$ cat config.mk
export PLATFORM = sky130hd
export DESIGN_NAME = cap_touch_option_decoder
export DESIGN_NICKNAME = d
export VERILOG_FILES = /design/src/touch_option_pkg.sv /design/src/cap_touch_option_decoder.sv
export SDC_FILE = /design/constraint.sdc
export NUM_CORES = 1
export LEC_CHECK = 0
export ABC_CLOCK_PERIOD_IN_PS = 8100
export BUFFER_PORTS_ARGS = -buffer_cell sky130_fd_sc_hd__buf_2
export CAP_MARGIN = 30
export CELL_PAD_IN_SITES_DETAIL_PLACEMENT = 1
export CELL_PAD_IN_SITES_GLOBAL_PLACEMENT = 1
export CORE_MARGIN = 2
export CORE_UTILIZATION = 45
export CTS_CLUSTER_SIZE = 30
export DETAILED_ROUTE_END_ITERATION = 10
export PLACE_DENSITY = 0.91
export SYNTH_ARGS = -nofsm -noshare
export SYNTH_HDL_FRONTEND = slang
export SYNTH_SLANG_ARGS = --single-unit
$ cat constraint.sdc
create_clock -name clk_sys -period 8.1 [get_ports clk_sys]
set_input_delay 1.62 -clock clk_sys [delete_from_list [all_inputs] [get_ports clk_sys]]
set_output_delay 1.62 -clock clk_sys [all_outputs]
set_load 0.02 [all_outputs]
$ cat src/touch_option_pkg.sv
package touch_option_pkg;
   // ==========================================================
   // option byte field positions
   localparam int BANK0_METHOD_BIT   = 7;
   localparam int BANK0_TBASE_BIT    = 5;
   localparam int BANK0_THR_LSB      = 2;
   localparam int BANK1_HALT_LSB     = 6;
   localparam int BANK1_THR_LSB      = 2;
   localparam int BANK1_PBASE_LSB    = 0;
   localparam int BANK1_SENS_LSB     = 4;
   localparam int BANK1_BASEMUL_LSB  = 0;
   localparam int BANK2_BASE_RANGE_SELECT_BIT  = 7;
   localparam int BANK2_FREQ_BIT     = 6;
   localparam int BANK2_STREAM_BIT   = 5;
   localparam int BANK2_NOISE_BIT    = 4;
   localparam int BANK2_PERIOD_LSB   = 2;
   localparam int BANK2_GUARD_BIT    = 1;
   localparam int BANK2_POL_BIT      = 0;
   localparam int BANK3_DELAY_BIT    = 1;
   localparam int BANK3_TARGET_BIT   = 0;
   // unprogrammed option bytes read as zero
   localparam logic [7:0] BANK_RESET = 8'h00;

   // ==========================================================
   // values
   localparam logic [9:0] PBASE_DEF0 = 10'd200;
   localparam logic [9:0] PBASE_DEF1 = 10'd50;
   localparam logic [9:0] PBASE_DEF2 = 10'd100;
   localparam logic [9:0] PBASE_DEF3 = 10'd250;
   localparam logic [9:0] PBASE_ALT0 = 10'd150;
   localparam logic [9:0] PBASE_ALT1 = 10'd350;
   localparam logic [9:0] PBASE_ALT2 = 10'd500;
   localparam logic [9:0] PBASE_ALT3 = 10'd700;
   localparam logic [7:0] TBASE_DEF  = 8'd250;
   localparam logic [7:0] TBASE_ALT  = 8'd100;
   localparam logic [10:0] TGT_PROX_HI  = 11'd1024;
   localparam logic [10:0] TGT_PROX_LO  = 11'd512;
   localparam logic [10:0] TGT_TOUCH_HI = 11'd512;
   localparam logic [10:0] TGT_TOUCH_LO = 11'd256;
   localparam int HALT_SHORT_S    = 20;
   localparam int HALT_LONG_S     = 40;
   localparam int RETUNE_DELAY_S  = 10;
   localparam int PERIOD_BOOST_MS = 9;
   localparam int PERIOD_NORM_MS  = 32;
   localparam int PERIOD_LP1_MS   = 128;
   localparam int PERIOD_LP2_MS   = 1000;
   localparam int TOUCH_DEBOUNCE  = 2;
   localparam int FRAC_SHIFT      = 6;

   typedef enum {HALT_20S, HALT_40S, HALT_NEVER, HALT_ALWAYS} halt_mode_t;
   typedef enum {CHG_250KHZ, CHG_1MHZ} charge_freq_t;
   typedef enum {DET_IDLE, DET_ONE, DET_TOUCH} detect_state_t;

   typedef struct packed {
      logic        partial_tuning;
      logic [9:0]  prox_base;
      logic [7:0]  touch_base;
      logic [1:0]  halt_code;
      logic [5:0]  halt_seconds;
      logic [1:0]  sens_multiplier;
      logic [3:0]  base_multiplier;
      logic        charge_frequency_select;
      logic        stream_enable;
      logic        rf_noise_block_enable;
      logic [1:0]  sample_period_select;
      logic [9:0]  sample_period_ms;
      logic        guard_channel_enable;
      logic        active_high;
      logic [3:0]  retune_delay_s;
      logic [10:0] prox_target;
      logic [10:0] touch_target;
   } option_cfg_t;

   // threshold fraction numerator over 64
   function automatic logic [5:0] thr_fraction(input logic [2:0] code);
      case (code)
         3'h0:    thr_fraction = 6'd4;
         3'h1:    thr_fraction = 6'd1;
         3'h2:    thr_fraction = 6'd2;
         3'h3:    thr_fraction = 6'd8;
         3'h4:    thr_fraction = 6'd12;
         3'h5:    thr_fraction = 6'd16;
         3'h6:    thr_fraction = 6'd24;
         default: thr_fraction = 6'd32;
      endcase
   endfunction : thr_fraction
endpackage : touch_option_pkg

$ cat src/cap_touch_option_decoder.sv
`timescale 1ns/1ps
`default_nettype none
module cap_touch_option_decoder
   import touch_option_pkg::*;
#(
   parameter int CH = 3,
   parameter int CW = 16
) (
   // clock and reset
   input  wire logic               clk_sys,
   input  wire logic               resetn,
   // option byte programming
   input  wire logic [7:0]         option_bank_zero,
   input  wire logic               wr_bank_one,
   input  wire logic               wr_bank_two,
   input  wire logic               wr_bank_three,
   input  wire logic [7:0]         wr_data,
   output logic      [7:0]         option_bank_one,
   output logic      [7:0]         option_bank_two,
   output logic      [7:0]         option_bank_three,
   // tuning engine results used in full mode
   input  wire logic [1:0]         auto_sens_multiplier,
   input  wire logic [3:0]         auto_base_multiplier,
   // per channel sample stream
   input  wire logic               sample_valid,
   input  wire logic [CH*CW-1:0]   sample_count,
   input  wire logic [CH*CW-1:0]   long_term_average,
   // decoded configuration
   output var option_cfg_t         cfg,
   output logic      [1:0]         tuning_multiplier_sens,
   output logic      [3:0]         tuning_multiplier_base,
   output logic      [CH*CW-1:0]   touch_threshold,
   // touch outputs, pin form
   output logic      [CH-1:0]      touch_active,
   output logic      [CH-1:0]      touch_pin_out,
   output logic      [CH-1:0]      touch_pin_oe
);

   // ==========================================================
   // option bytes
   logic [7:0] next_b1, next_b2, next_b3;

   always_comb begin
      next_b1 = option_bank_one;
      next_b2 = option_bank_two;
      next_b3 = option_bank_three;
      if (wr_bank_one) begin
         next_b1 = wr_data;
      end
      if (wr_bank_two) begin
         next_b2 = wr_data;
      end
      if (wr_bank_three) begin
         next_b3 = wr_data;
      end
   end

   always_ff @(posedge clk_sys or negedge resetn) begin
      if (!resetn) begin
         option_bank_one   <= BANK_RESET;
         option_bank_two   <= BANK_RESET;
         option_bank_three <= BANK_RESET;
      end else begin
         option_bank_one   <= next_b1;
         option_bank_two   <= next_b2;
         option_bank_three <= next_b3;
      end
   end

   // ==========================================================
   // decode; registered so the fields never glitch mid-sample
   option_cfg_t next_cfg;
   logic        partial;
   logic        alt_base;
   logic [1:0]  pcode;

   assign partial  = option_bank_zero[BANK0_METHOD_BIT];
   assign alt_base = option_bank_two[BANK2_BASE_RANGE_SELECT_BIT];
   assign pcode    = option_bank_one[BANK1_PBASE_LSB +: 2];

   always_comb begin
      next_cfg = '0;
      next_cfg.partial_tuning = partial;
      case (pcode)
         2'h0:    next_cfg.prox_base = alt_base ? PBASE_ALT0 : PBASE_DEF0;
         2'h1:    next_cfg.prox_base = alt_base ? PBASE_ALT1 : PBASE_DEF1;
         2'h2:    next_cfg.prox_base = alt_base ? PBASE_ALT2 : PBASE_DEF2;
         default: next_cfg.prox_base = alt_base ? PBASE_ALT3 : PBASE_DEF3;
      endcase
      // in partial mode bits 1:0 are base multiplier bits, base is code zero of the range alt_base selects
      if (partial) begin
         next_cfg.prox_base = alt_base ? PBASE_ALT0 : PBASE_DEF0;
      end
      next_cfg.touch_base = option_bank_zero[BANK0_TBASE_BIT]
                            ? TBASE_ALT : TBASE_DEF;
      next_cfg.halt_code = option_bank_one[BANK1_HALT_LSB +: 2];
      case (next_cfg.halt_code)
         2'h0:    next_cfg.halt_seconds = 6'(HALT_SHORT_S);
         2'h1:    next_cfg.halt_seconds = 6'(HALT_LONG_S);
         2'h2:    next_cfg.halt_seconds = 6'h00;
         default: next_cfg.halt_seconds = 6'(HALT_LONG_S);
      endcase
      if (partial) begin
         next_cfg.sens_multiplier = option_bank_one[BANK1_SENS_LSB +: 2];
         next_cfg.base_multiplier = option_bank_one[BANK1_BASEMUL_LSB +: 4];
      end else begin
         next_cfg.sens_multiplier = auto_sens_multiplier;
         next_cfg.base_multiplier = auto_base_multiplier;
      end
      next_cfg.charge_frequency_select =
         option_bank_two[BANK2_FREQ_BIT];
      next_cfg.stream_enable = option_bank_two[BANK2_STREAM_BIT];
      next_cfg.rf_noise_block_enable =
         option_bank_two[BANK2_NOISE_BIT];
      next_cfg.sample_period_select =
         option_bank_two[BANK2_PERIOD_LSB +: 2];
      case (next_cfg.sample_period_select)
         2'h0:    next_cfg.sample_period_ms = 10'(PERIOD_BOOST_MS);
         2'h1:    next_cfg.sample_period_ms = 10'(PERIOD_NORM_MS);
         2'h2:    next_cfg.sample_period_ms = 10'(PERIOD_LP1_MS);
         default: next_cfg.sample_period_ms = 10'(PERIOD_LP2_MS);
      endcase
      next_cfg.guard_channel_enable =
         option_bank_two[BANK2_GUARD_BIT];
      next_cfg.active_high = option_bank_two[BANK2_POL_BIT];
      next_cfg.retune_delay_s = option_bank_three[BANK3_DELAY_BIT]
                                ? 4'(RETUNE_DELAY_S) : 4'h0;
      if (option_bank_three[BANK3_TARGET_BIT]) begin
         next_cfg.prox_target  = TGT_PROX_LO;
         next_cfg.touch_target = TGT_TOUCH_LO;
      end else begin
         next_cfg.prox_target  = TGT_PROX_HI;
         next_cfg.touch_target = TGT_TOUCH_HI;
      end
   end

   always_ff @(posedge clk_sys or negedge resetn) begin
      if (!resetn) begin
         cfg <= '0;
      end else begin
         cfg <= next_cfg;
      end
   end

   assign tuning_multiplier_sens = cfg.sens_multiplier;
   assign tuning_multiplier_base = cfg.base_multiplier;

   // ==========================================================
   // thresholds and touch detection
   logic [2:0]    thr_code [CH];
   logic [CW-1:0] next_thr [CH];
   logic [CH-1:0] meets;
   logic [CH-1:0] next_active;
   logic [CH-1:0] next_pin_out;
   logic [CH-1:0] next_pin_oe;
   detect_state_t det     [CH];
   detect_state_t next_det[CH];

   always_comb begin
      for (int i = 0; i < CH; i++) begin
         logic [CW-1:0]   avg;
         logic [CW-1:0]   smp;
         logic [CW+5:0]   prod;
         avg = long_term_average[i*CW +: CW];
         smp = sample_count[i*CW +: CW];
         // channel one takes its own code only in full mode
         if (i == 1 && !partial) begin
            thr_code[i] = option_bank_one[BANK1_THR_LSB +: 3];
         end else begin
            thr_code[i] = option_bank_zero[BANK0_THR_LSB +: 3];
         end
         prod = avg * thr_fraction(thr_code[i]);
         next_thr[i] = CW'(prod >> FRAC_SHIFT);
         // sample above average never counts as a touch
         meets[i] = (avg >= smp) && ((avg - smp) >= next_thr[i]);
         next_det[i] = det[i];
         if (sample_valid) begin
            case (det[i])
               DET_IDLE:  next_det[i] = meets[i] ? DET_ONE : DET_IDLE;
               DET_ONE:   next_det[i] = meets[i] ? DET_TOUCH : DET_IDLE;
               DET_TOUCH: next_det[i] = meets[i] ? DET_TOUCH : DET_IDLE;
               default:   next_det[i] = DET_IDLE;
            endcase
         end
         next_active[i] = (next_det[i] == DET_TOUCH);
         if (cfg.active_high) begin
            next_pin_out[i] = next_active[i];
            next_pin_oe[i]  = 1'b1;
         end else begin // open drain: only ever pull low
            next_pin_out[i] = 1'b0;
            next_pin_oe[i]  = next_active[i];
         end
      end
   end

   always_ff @(posedge clk_sys or negedge resetn) begin
      if (!resetn) begin
         for (int i = 0; i < CH; i++) begin
            det[i] <= DET_IDLE;
         end
         touch_threshold <= '0;
         touch_active    <= '0;
         touch_pin_out   <= '0;
         touch_pin_oe    <= '0;
      end else begin
         for (int i = 0; i < CH; i++) begin
            det[i] <= next_det[i];
            touch_threshold[i*CW +: CW] <= next_thr[i];
         end
         touch_active  <= next_active;
         touch_pin_out <= next_pin_out;
         touch_pin_oe  <= next_pin_oe;
      end
   end

   // ==========================================================
   // checks
   // independent memory of the last valid sample on channel zero;
   // idle cycles between samples leave it alone
   logic prev_hit;
   logic next_prev_hit;

   always_comb begin
      next_prev_hit = prev_hit;
      if (sample_valid) begin
         next_prev_hit = meets[0];
      end
   end

   always_ff @(posedge clk_sys or negedge resetn) begin
      if (!resetn) begin
         prev_hit <= 1'b0;
      end else begin
         prev_hit <= next_prev_hit;
      end
   end
endmodule : cap_touch_option_decoder
`default_nettype wire

Word-level counts from Yosys, hierarchy flattened
Index checks and enable logic that the tools add are counted.
{"block": "totals", "reg_bits": 253, "wordCells": 112, "in_bits": 124}
{"block": "op_classes", "magnitude_cmp": 6, "reduce_logical": 14, "n_mux": 33, "addsub": 3, "eq_ne": 26, "n_mul": 3}
{"cell": "equality test 32 x 1 -> 1 bit (second input constant)", "count": 3}
{"cell": "equality test 32 x 2 -> 1 bit (second input constant)", "count": 3}
{"cell": "equality test 32 x 3 -> 1 bit (second input constant)", "count": 3}
{"cell": ">= comparator 16 bit", "count": 6}
{"cell": "zero test 32 bit", "count": 3}
{"cell": "2-to-1 mux 32 bit", "count": 3}
{"cell": "case mux 6 bit (7 select lines)", "count": 2}
{"cell": "multiplier 16 x 6 -> 22 bit", "count": 3}
{"cell": "case mux 10 bit (3 select lines)", "count": 2}
{"cell": "subtractor 16 bit", "count": 3}
{"cell": "2-to-1 mux 22 bit", "count": 1}
{"cell": "2-to-1 mux 10 bit", "count": 2}
{"cell": "equality test 3 bit (second input constant)", "count": 6}
{"cell": "2-to-1 mux 9 bit", "count": 2}
{"cell": "equality test 3 x 2 -> 1 bit (second input constant)", "count": 4}
{"cell": "case mux 2 bit (2 select lines)", "count": 3}
{"cell": "case mux 6 bit (2 select lines)", "count": 1}
{"cell": "2-to-1 mux 1 bit", "count": 9}
{"cell": "2-to-1 mux 8 bit", "count": 1}
{"cell": "2-to-1 mux 7 bit", "count": 1}
{"cell": "equality test 2 bit (second input constant)", "count": 3}
{"cell": "equality test 3 x 1 -> 1 bit (second input constant)", "count": 2}
{"cell": "zero test 2 bit", "count": 3}
{"cell": "zero test 3 bit", "count": 2}
{"cell": "7 further kinds", "count": 14}

Depth between registers and ports, before layout
{"block": "logic_depth", "ltp_word": 11, "mapped_depth": 30}

Least setup slack after synthesis
No wires, ideal clock.
{"block": "synth_path", "path_kind": "input port to flip-flop", "startpoint": "input port option_bank_zero[7]", "endpoint": "register touch_pin_out[1]", "setup_time_ps": 73, "path_buffers": 2, "slack_ps": 425, "required_time_ps": 8027, "cell_stages": 26, "t_arrival_ps": 7602, "cell_sequence": "clkbuf_1 -> mux2_2 -> a211oi_1 -> clkbuf_1 -> nand2_1 -> fa_1 -> fa_1 -> fa_1 -> inv_1 -> ha_1 -> o21ai_0 -> o21ai_1 -> a41oi_1 -> and2b_1 -> nor2b_1 -> or2_1 -> a21oi_2 -> xor2_1 -> ha_1 -> a211o_1 -> a21oi_1 -> o31ai_1 -> a41oi_1 -> a2111o_1 -> o31a_1 -> nor2b_1"}
{"block": "synth_between", "elab_chain_len": 11, "word_cells_on_any_way": 18, "cone_classes": "mul (1); order compare (1); eq/ne (7); mux (7); reduce/logical (2)"}
{"element": "start: declaration", "line": "cap_touch_option_decoder.sv:13", "rtl": "input wire logic [7:0] option_bank_zero,"}
{"element": "2-to-1 mux 3 bit (*)", "line": "cap_touch_option_decoder.sv:167", "rtl": "if (i == 1 && !partial) begin"}
{"element": "equality test 3 bit (tied with other cells)", "line": "touch_option_pkg.sv:76", "rtl": "case (code)"}
{"element": "case mux 6 bit (7 select lines) (*)", "line": "touch_option_pkg.sv:76"}
{"element": "multiplier 16 x 6 -> 22 bit (*)", "line": "cap_touch_option_decoder.sv:172", "rtl": "prod = avg * thr_fraction(thr_code[i]);"}
{"element": ">= comparator 16 bit (*)", "line": "cap_touch_option_decoder.sv:175", "rtl": "meets[i] = (avg >= smp) && ((avg - smp) >= next_thr[i]);"}
{"element": "logical AND 1 bit (*)", "line": "cap_touch_option_decoder.sv:175"}
{"element": "2-to-1 mux 1 bit / 2-to-1 mux 2 bit (equally long branches)", "line": "cap_touch_option_decoder.sv:179, cap_touch_option_decoder.sv:180, cap_touch_option_decoder.sv:181"}
{"element": "case mux 2 bit (2 select lines) (*)", "line": "cap_touch_option_decoder.sv:178", "rtl": "case (det[i])"}
{"element": "2-to-1 mux 32 bit (*)", "line": "cap_touch_option_decoder.sv:177", "rtl": "if (sample_valid) begin"}
{"element": "equality test 32 x 3 -> 1 bit (*)", "line": "cap_touch_option_decoder.sv:185", "rtl": "next_active[i] = (next_det[i] == DET_TOUCH);"}
{"element": "2-to-1 mux 1 bit (*)", "line": "cap_touch_option_decoder.sv:186", "rtl": "if (cfg.active_high) begin"}
{"element": "named net next_pin_out[1]", "line": "cap_touch_option_decoder.sv:154", "rtl": "logic [CH-1:0] next_pin_out;"}
{"element": "end signal: assignment", "line": "cap_touch_option_decoder.sv:211", "rtl": "touch_pin_out <= next_pin_out;"}
{"element": "end: declaration", "line": "cap_touch_option_decoder.sv:35", "rtl": "output logic [CH-1:0] touch_pin_out,"}
The timed path passes the listed nets; every way through them passes the cells marked *.
A chain may end at the register's enable or synchronous reset.

Worst setup path after layout
{"block": "layout_path", "startpoint": "input port option_bank_zero[2]", "endpoint": "register touch_pin_oe[1]"}
{"block": "layout_between", "elab_chain_len": 11, "word_cells_on_any_way": 18, "cone_classes": "mul (1); order compare (1); eq/ne (7); mux (7); reduce/logical (2)"}
{"element": "2-to-1 mux 3 bit (*)", "line": "cap_touch_option_decoder.sv:167"}
{"element": "equality test 3 bit (tied with other cells)", "line": "touch_option_pkg.sv:76"}
{"element": "case mux 6 bit (7 select lines) (*)", "line": "touch_option_pkg.sv:76"}
{"element": "multiplier 16 x 6 -> 22 bit (*)", "line": "cap_touch_option_decoder.sv:172"}
{"element": ">= comparator 16 bit (*)", "line": "cap_touch_option_decoder.sv:175"}
{"element": "logical AND 1 bit (*)", "line": "cap_touch_option_decoder.sv:175"}
{"element": "2-to-1 mux 1 bit / 2-to-1 mux 2 bit (equally long branches)", "line": "cap_touch_option_decoder.sv:179, cap_touch_option_decoder.sv:180, cap_touch_option_decoder.sv:181"}
{"element": "case mux 2 bit (2 select lines) (*)", "line": "cap_touch_option_decoder.sv:178"}
{"element": "2-to-1 mux 32 bit (*)", "line": "cap_touch_option_decoder.sv:177"}
{"element": "equality test 32 x 3 -> 1 bit (*)", "line": "cap_touch_option_decoder.sv:185"}
{"element": "2-to-1 mux 1 bit (*)", "line": "cap_touch_option_decoder.sv:186"}
{"element": "named net next_pin_oe[1]", "line": "cap_touch_option_decoder.sv:155", "rtl": "logic [CH-1:0] next_pin_oe;"}
{"element": "end signal: assignment", "line": "cap_touch_option_decoder.sv:212", "rtl": "touch_pin_oe <= next_pin_oe;"}
{"element": "end: declaration", "line": "cap_touch_option_decoder.sv:36", "rtl": "output logic [CH-1:0] touch_pin_oe"}
Marks and branches as above.

==> impl_results.md <==
* CTS sink cnt at around 220
* CTS Buffer Depth at 3
* Die X at about 210 microns
* Asr flop ratio synth at 100.0%
* Tcrit/Tclk final at between 90% and 100%
* Nets at about 2,700
* Area of the mapped netlist at about 19,000 sq um
* Hold Vio Cnt, Final at 0
* Area of the multi-input gates at roughly 12,000 sq um
* Worst reg-to-reg setup slack at between 1000 and 1500 ps
* Fmax achieved at around 130 MHz
* GRT met3 Usage at about 3.6%
* Post-CTS Hold Buffers at 0
* DP HPWL at 41,660 microns
* Largest net degree at the start of global routing at 87
* Initial Util at 45.80%
* Global routing usage on met2 at between 40% and 50%
* Fill cells at approximately 4,700
* Number of port buffers at roughly 260
* CP peak stage delay at ~510 ps
* Worst setup path start: option_bank_zero[2]
* Min-Delay Startpoint: option_bank_two[4]
* Synth Instances at between 1,500 and 2,000
* Slew Viols, Final at 0
* Postcts setup bufs at 0
* Area Growth Syn to Fin at 14.71%
* CP Depth at 30
* Total global-route track usage at 25.14%
* Max cap viols at 0
* Vias per inst at 5.365
* Worst-Margin Slew at between 800 and 900 ps
* Unrepaired setup endpoints after global routing: false
* Share of cells above drive strength 1 at between 10% and 20%
* DR pass1 iterations at 5
* Slowest stage cell, crit path: fa_1
* Num CTS Buffers at 27
* Mean Syn Cell Area at around 9.7 sq um
* Outcome: finished clean
* Mux share of post-synthesis cell area at about 1.8%
* Distinct cell type count after synthesis at 65
* Setup-failing EPs final at 0
* Critical path class: in2reg
* Critical Path End: touch_pin_oe[1]
* Boundary Pins at 287
* Crit path arrival time at about 8100 ps
* Yosys top cell area share at 28.57%
* Overflow left after global routing at 0
* Initial antenna violation count at 6
* Met1 Resource Use GR at 30.04%
* Most common cell in the synthesized netlist: inv_1
* Global-route wire length before repair at around 88,000 microns
* Row count at 74
* Most frequent cell on the critical path: fa_1
* Wire per inst at about 20 microns
* Crit path buf inv count at 5
* DRC Markers at 0
* Critical Path End Type: flop
* Core area at 41,110 sq um
* CP top delay family: compound AO/OA/AOI/OAI gates
* Busiest layer in global routing: met2
* Worst-skew pair later-pin latency at 550 ps
* Startpoint types: input port
* CTS tree: yes
* Pwr dens at 202.4 nW/um^2
* Xor/xnor share of the synthesized area at under 10%
* Synth cell count leaders: 304 x inv_1, 215 x dfrtp_1, 181 x ha_1
* Iter 0 DRT Violations at 729
* Simple-Gate Fraction of Synth Area at between 10% and 20%
* Via Count at 14,728
* Maximum vdd drop at around 0.16 mV
* CP required at around 8500 ps
* Period minus WS final at around 7700 ps
* Tot Pwr at 0.004371 W
* Slew Limit Headroom at 42.01%
* Post-cts repair resize count at 0
* Die area at between 40,000 and 50,000 sq um
* Compound-Gate Fraction of Synth Area at 8.997%
* Routed Antenna Nets at 0
* Reg2reg end: touch_pin_oe[1]
* CP max FO at 12
* Post-synth EDFFs at 0
* HP Class: reg2reg
* Die height at ~210 microns
* Post-Synth Adder-Cell Area at around 30%
* R2r worst-path depth at 27
* H-tree Lvls at 1
* Main combinational cell family by area after synthesis: adder cells
* Synth warnings at 0
* Ys flop type: dfrtp_1
* Leakage power at 11.15 nW
* Root buffer cell: clkbuf_16
* Sequential-to-total area share from yosys stat at around 29%
* Fin Clk Skew at about 14 ps
* Area contributors post-synth: dfrtp_1 29%, fa_1 18%, ha_1 12%
* Cell taking the most area after synthesis: dfrtp_1
* Worst-path clk slew at 60 ps
* Post-layout util at roughly 53%
* Number of global-route vias before repair at roughly 17,000
* Synthesized flop and latch total at ~220
* Register Area at around 5400 sq um
* Launch point of the worst reg-to-reg path: option_bank_one[4]
* RD Place Congestion at roughly 0.86
* Drt total wl at roughly 54,000 microns
-- how the worst min path moves through the flow --
stage | end | cells past startpoint
2_1_floorplan | cfg[23] | 0
3_3_place_gp | cfg[41] | 0
3_5_place_dp | cfg[40] | 0
4_1_cts | cfg[40] | 0
5_1_grt | cfg[40] | 0
6_report | cfg[40] | 0
-- cells by family (layout without fill, tap and decap cells) --
logic type | after synthesis | count (layout)
buffers and inverters | 410 | 640
multiplexers | 30 | 30
XOR/XNOR | 95 | 95
adder cells (fa/ha/maj) | 352 | 352
AND/OR/NAND/NOR | 596 | 596
flip-flops | 215 | 215
AO/OA/AOI/OAI | 251 | 251
other | 2 | 34
-- placed cells by master (no fill, tap or decap), types with 5 or more instances in the layout --
cell        synthesis  final
nand4_1            17     17
clkbuf_8            0      5
diode_2             0      6
nand2_1           163    163
mux2_2             27     27
a21o_1             38     38
nand2b_1           18     18
ha_1              181    181
o21ai_0            41     41
and3_1             41     41
o21ai_1             7      7
fa_1              171    171
or2_2               6      6
nand3_1            14     14
a21oi_2             9     10
conb_1              2     28
nor4_1             23     23
xor2_1             39     39
xnor2_1            56     56
a21oi_1            67     66
buf_2               1    255
nor2b_1           121    121
o21bai_1           11     11
clkbuf_16           0     27
o31ai_1             5      5
dfrtp_1           215    215
a31oi_1             6      5
and2_1            104    104
a211oi_1           10      8
o21a_1             17     17
clkinvlp_4          0      6
buf_4              55     27
o211ai_1            5      5
nor3_1             16     16
nor2_1             58     57
inv_1             304    304
-- registers in the layout, summed over array words and instances, names as in the netlist, 4 cells and up --
name                    count
cfg                        32
det                        96
option_bank_one             8
option_bank_three           8
option_bank_two             8
touch_threshold            48
tuning_multiplier_base      4
-- layout make-up --
type                       count  share of cell area, %
timing repair buffer         288                  7.415
tap                          532                  3.082
sequential                   215                  24.91
antenna                        6                0.06951
clock buffer                  33                  3.464
clock inverter                15                 0.9674
inverter                     304                  5.283
multi-input combinational   1352                  54.81
-- power breakdown --
| part | leakage [nW] | total [W] | switching, W | internal, W |
|---|---|---|---|---|
| combinational | 7.91 | 0.00182 | 0.00112 | 0.000702 |
| clock | 0.449 | 0.00129 | 0.000502 | 0.000786 |
| sequential | 2.79 | 0.00126 | 0.0000574 | 0.00120 |
-- layer usage --
| metal | wire length (microns) | share of wire, % | vias to the layer above |
|---|---|---|---|
| met4 | 2323 | 4.3 | 0 |
| met2 | 27510 | 51 | 426 |
| li1 | - | - | 6643 |
| met3 | 2556 | 4.8 | 147 |
| met5 | 0 | 0 | - |
| met1 | 21390 | 40 | 7512 |
-- through the flow --
step / worst slack, ps / cell area [sq um] / TNS [ps] / std cells / hold slack, ps
after floorplan: 425.0 / 18930 / 0 / 1977 / 371.3
after global placement: 231.3 / 20580 / 0 / 2690 / 376.8
after detailed placement: -120.4 / 20580 / -466.9 / 2690 / 384.5
after CTS: 302.0 / 21530 / 0 / 2738 / 398.2
after global routing: 10.78 / 21600 / 0 / 2744 / 416.1
final: 422.3 / 21600 / 0 / 2745 / 399.2
Note: power is estimated with default switching activity, not from simulation.
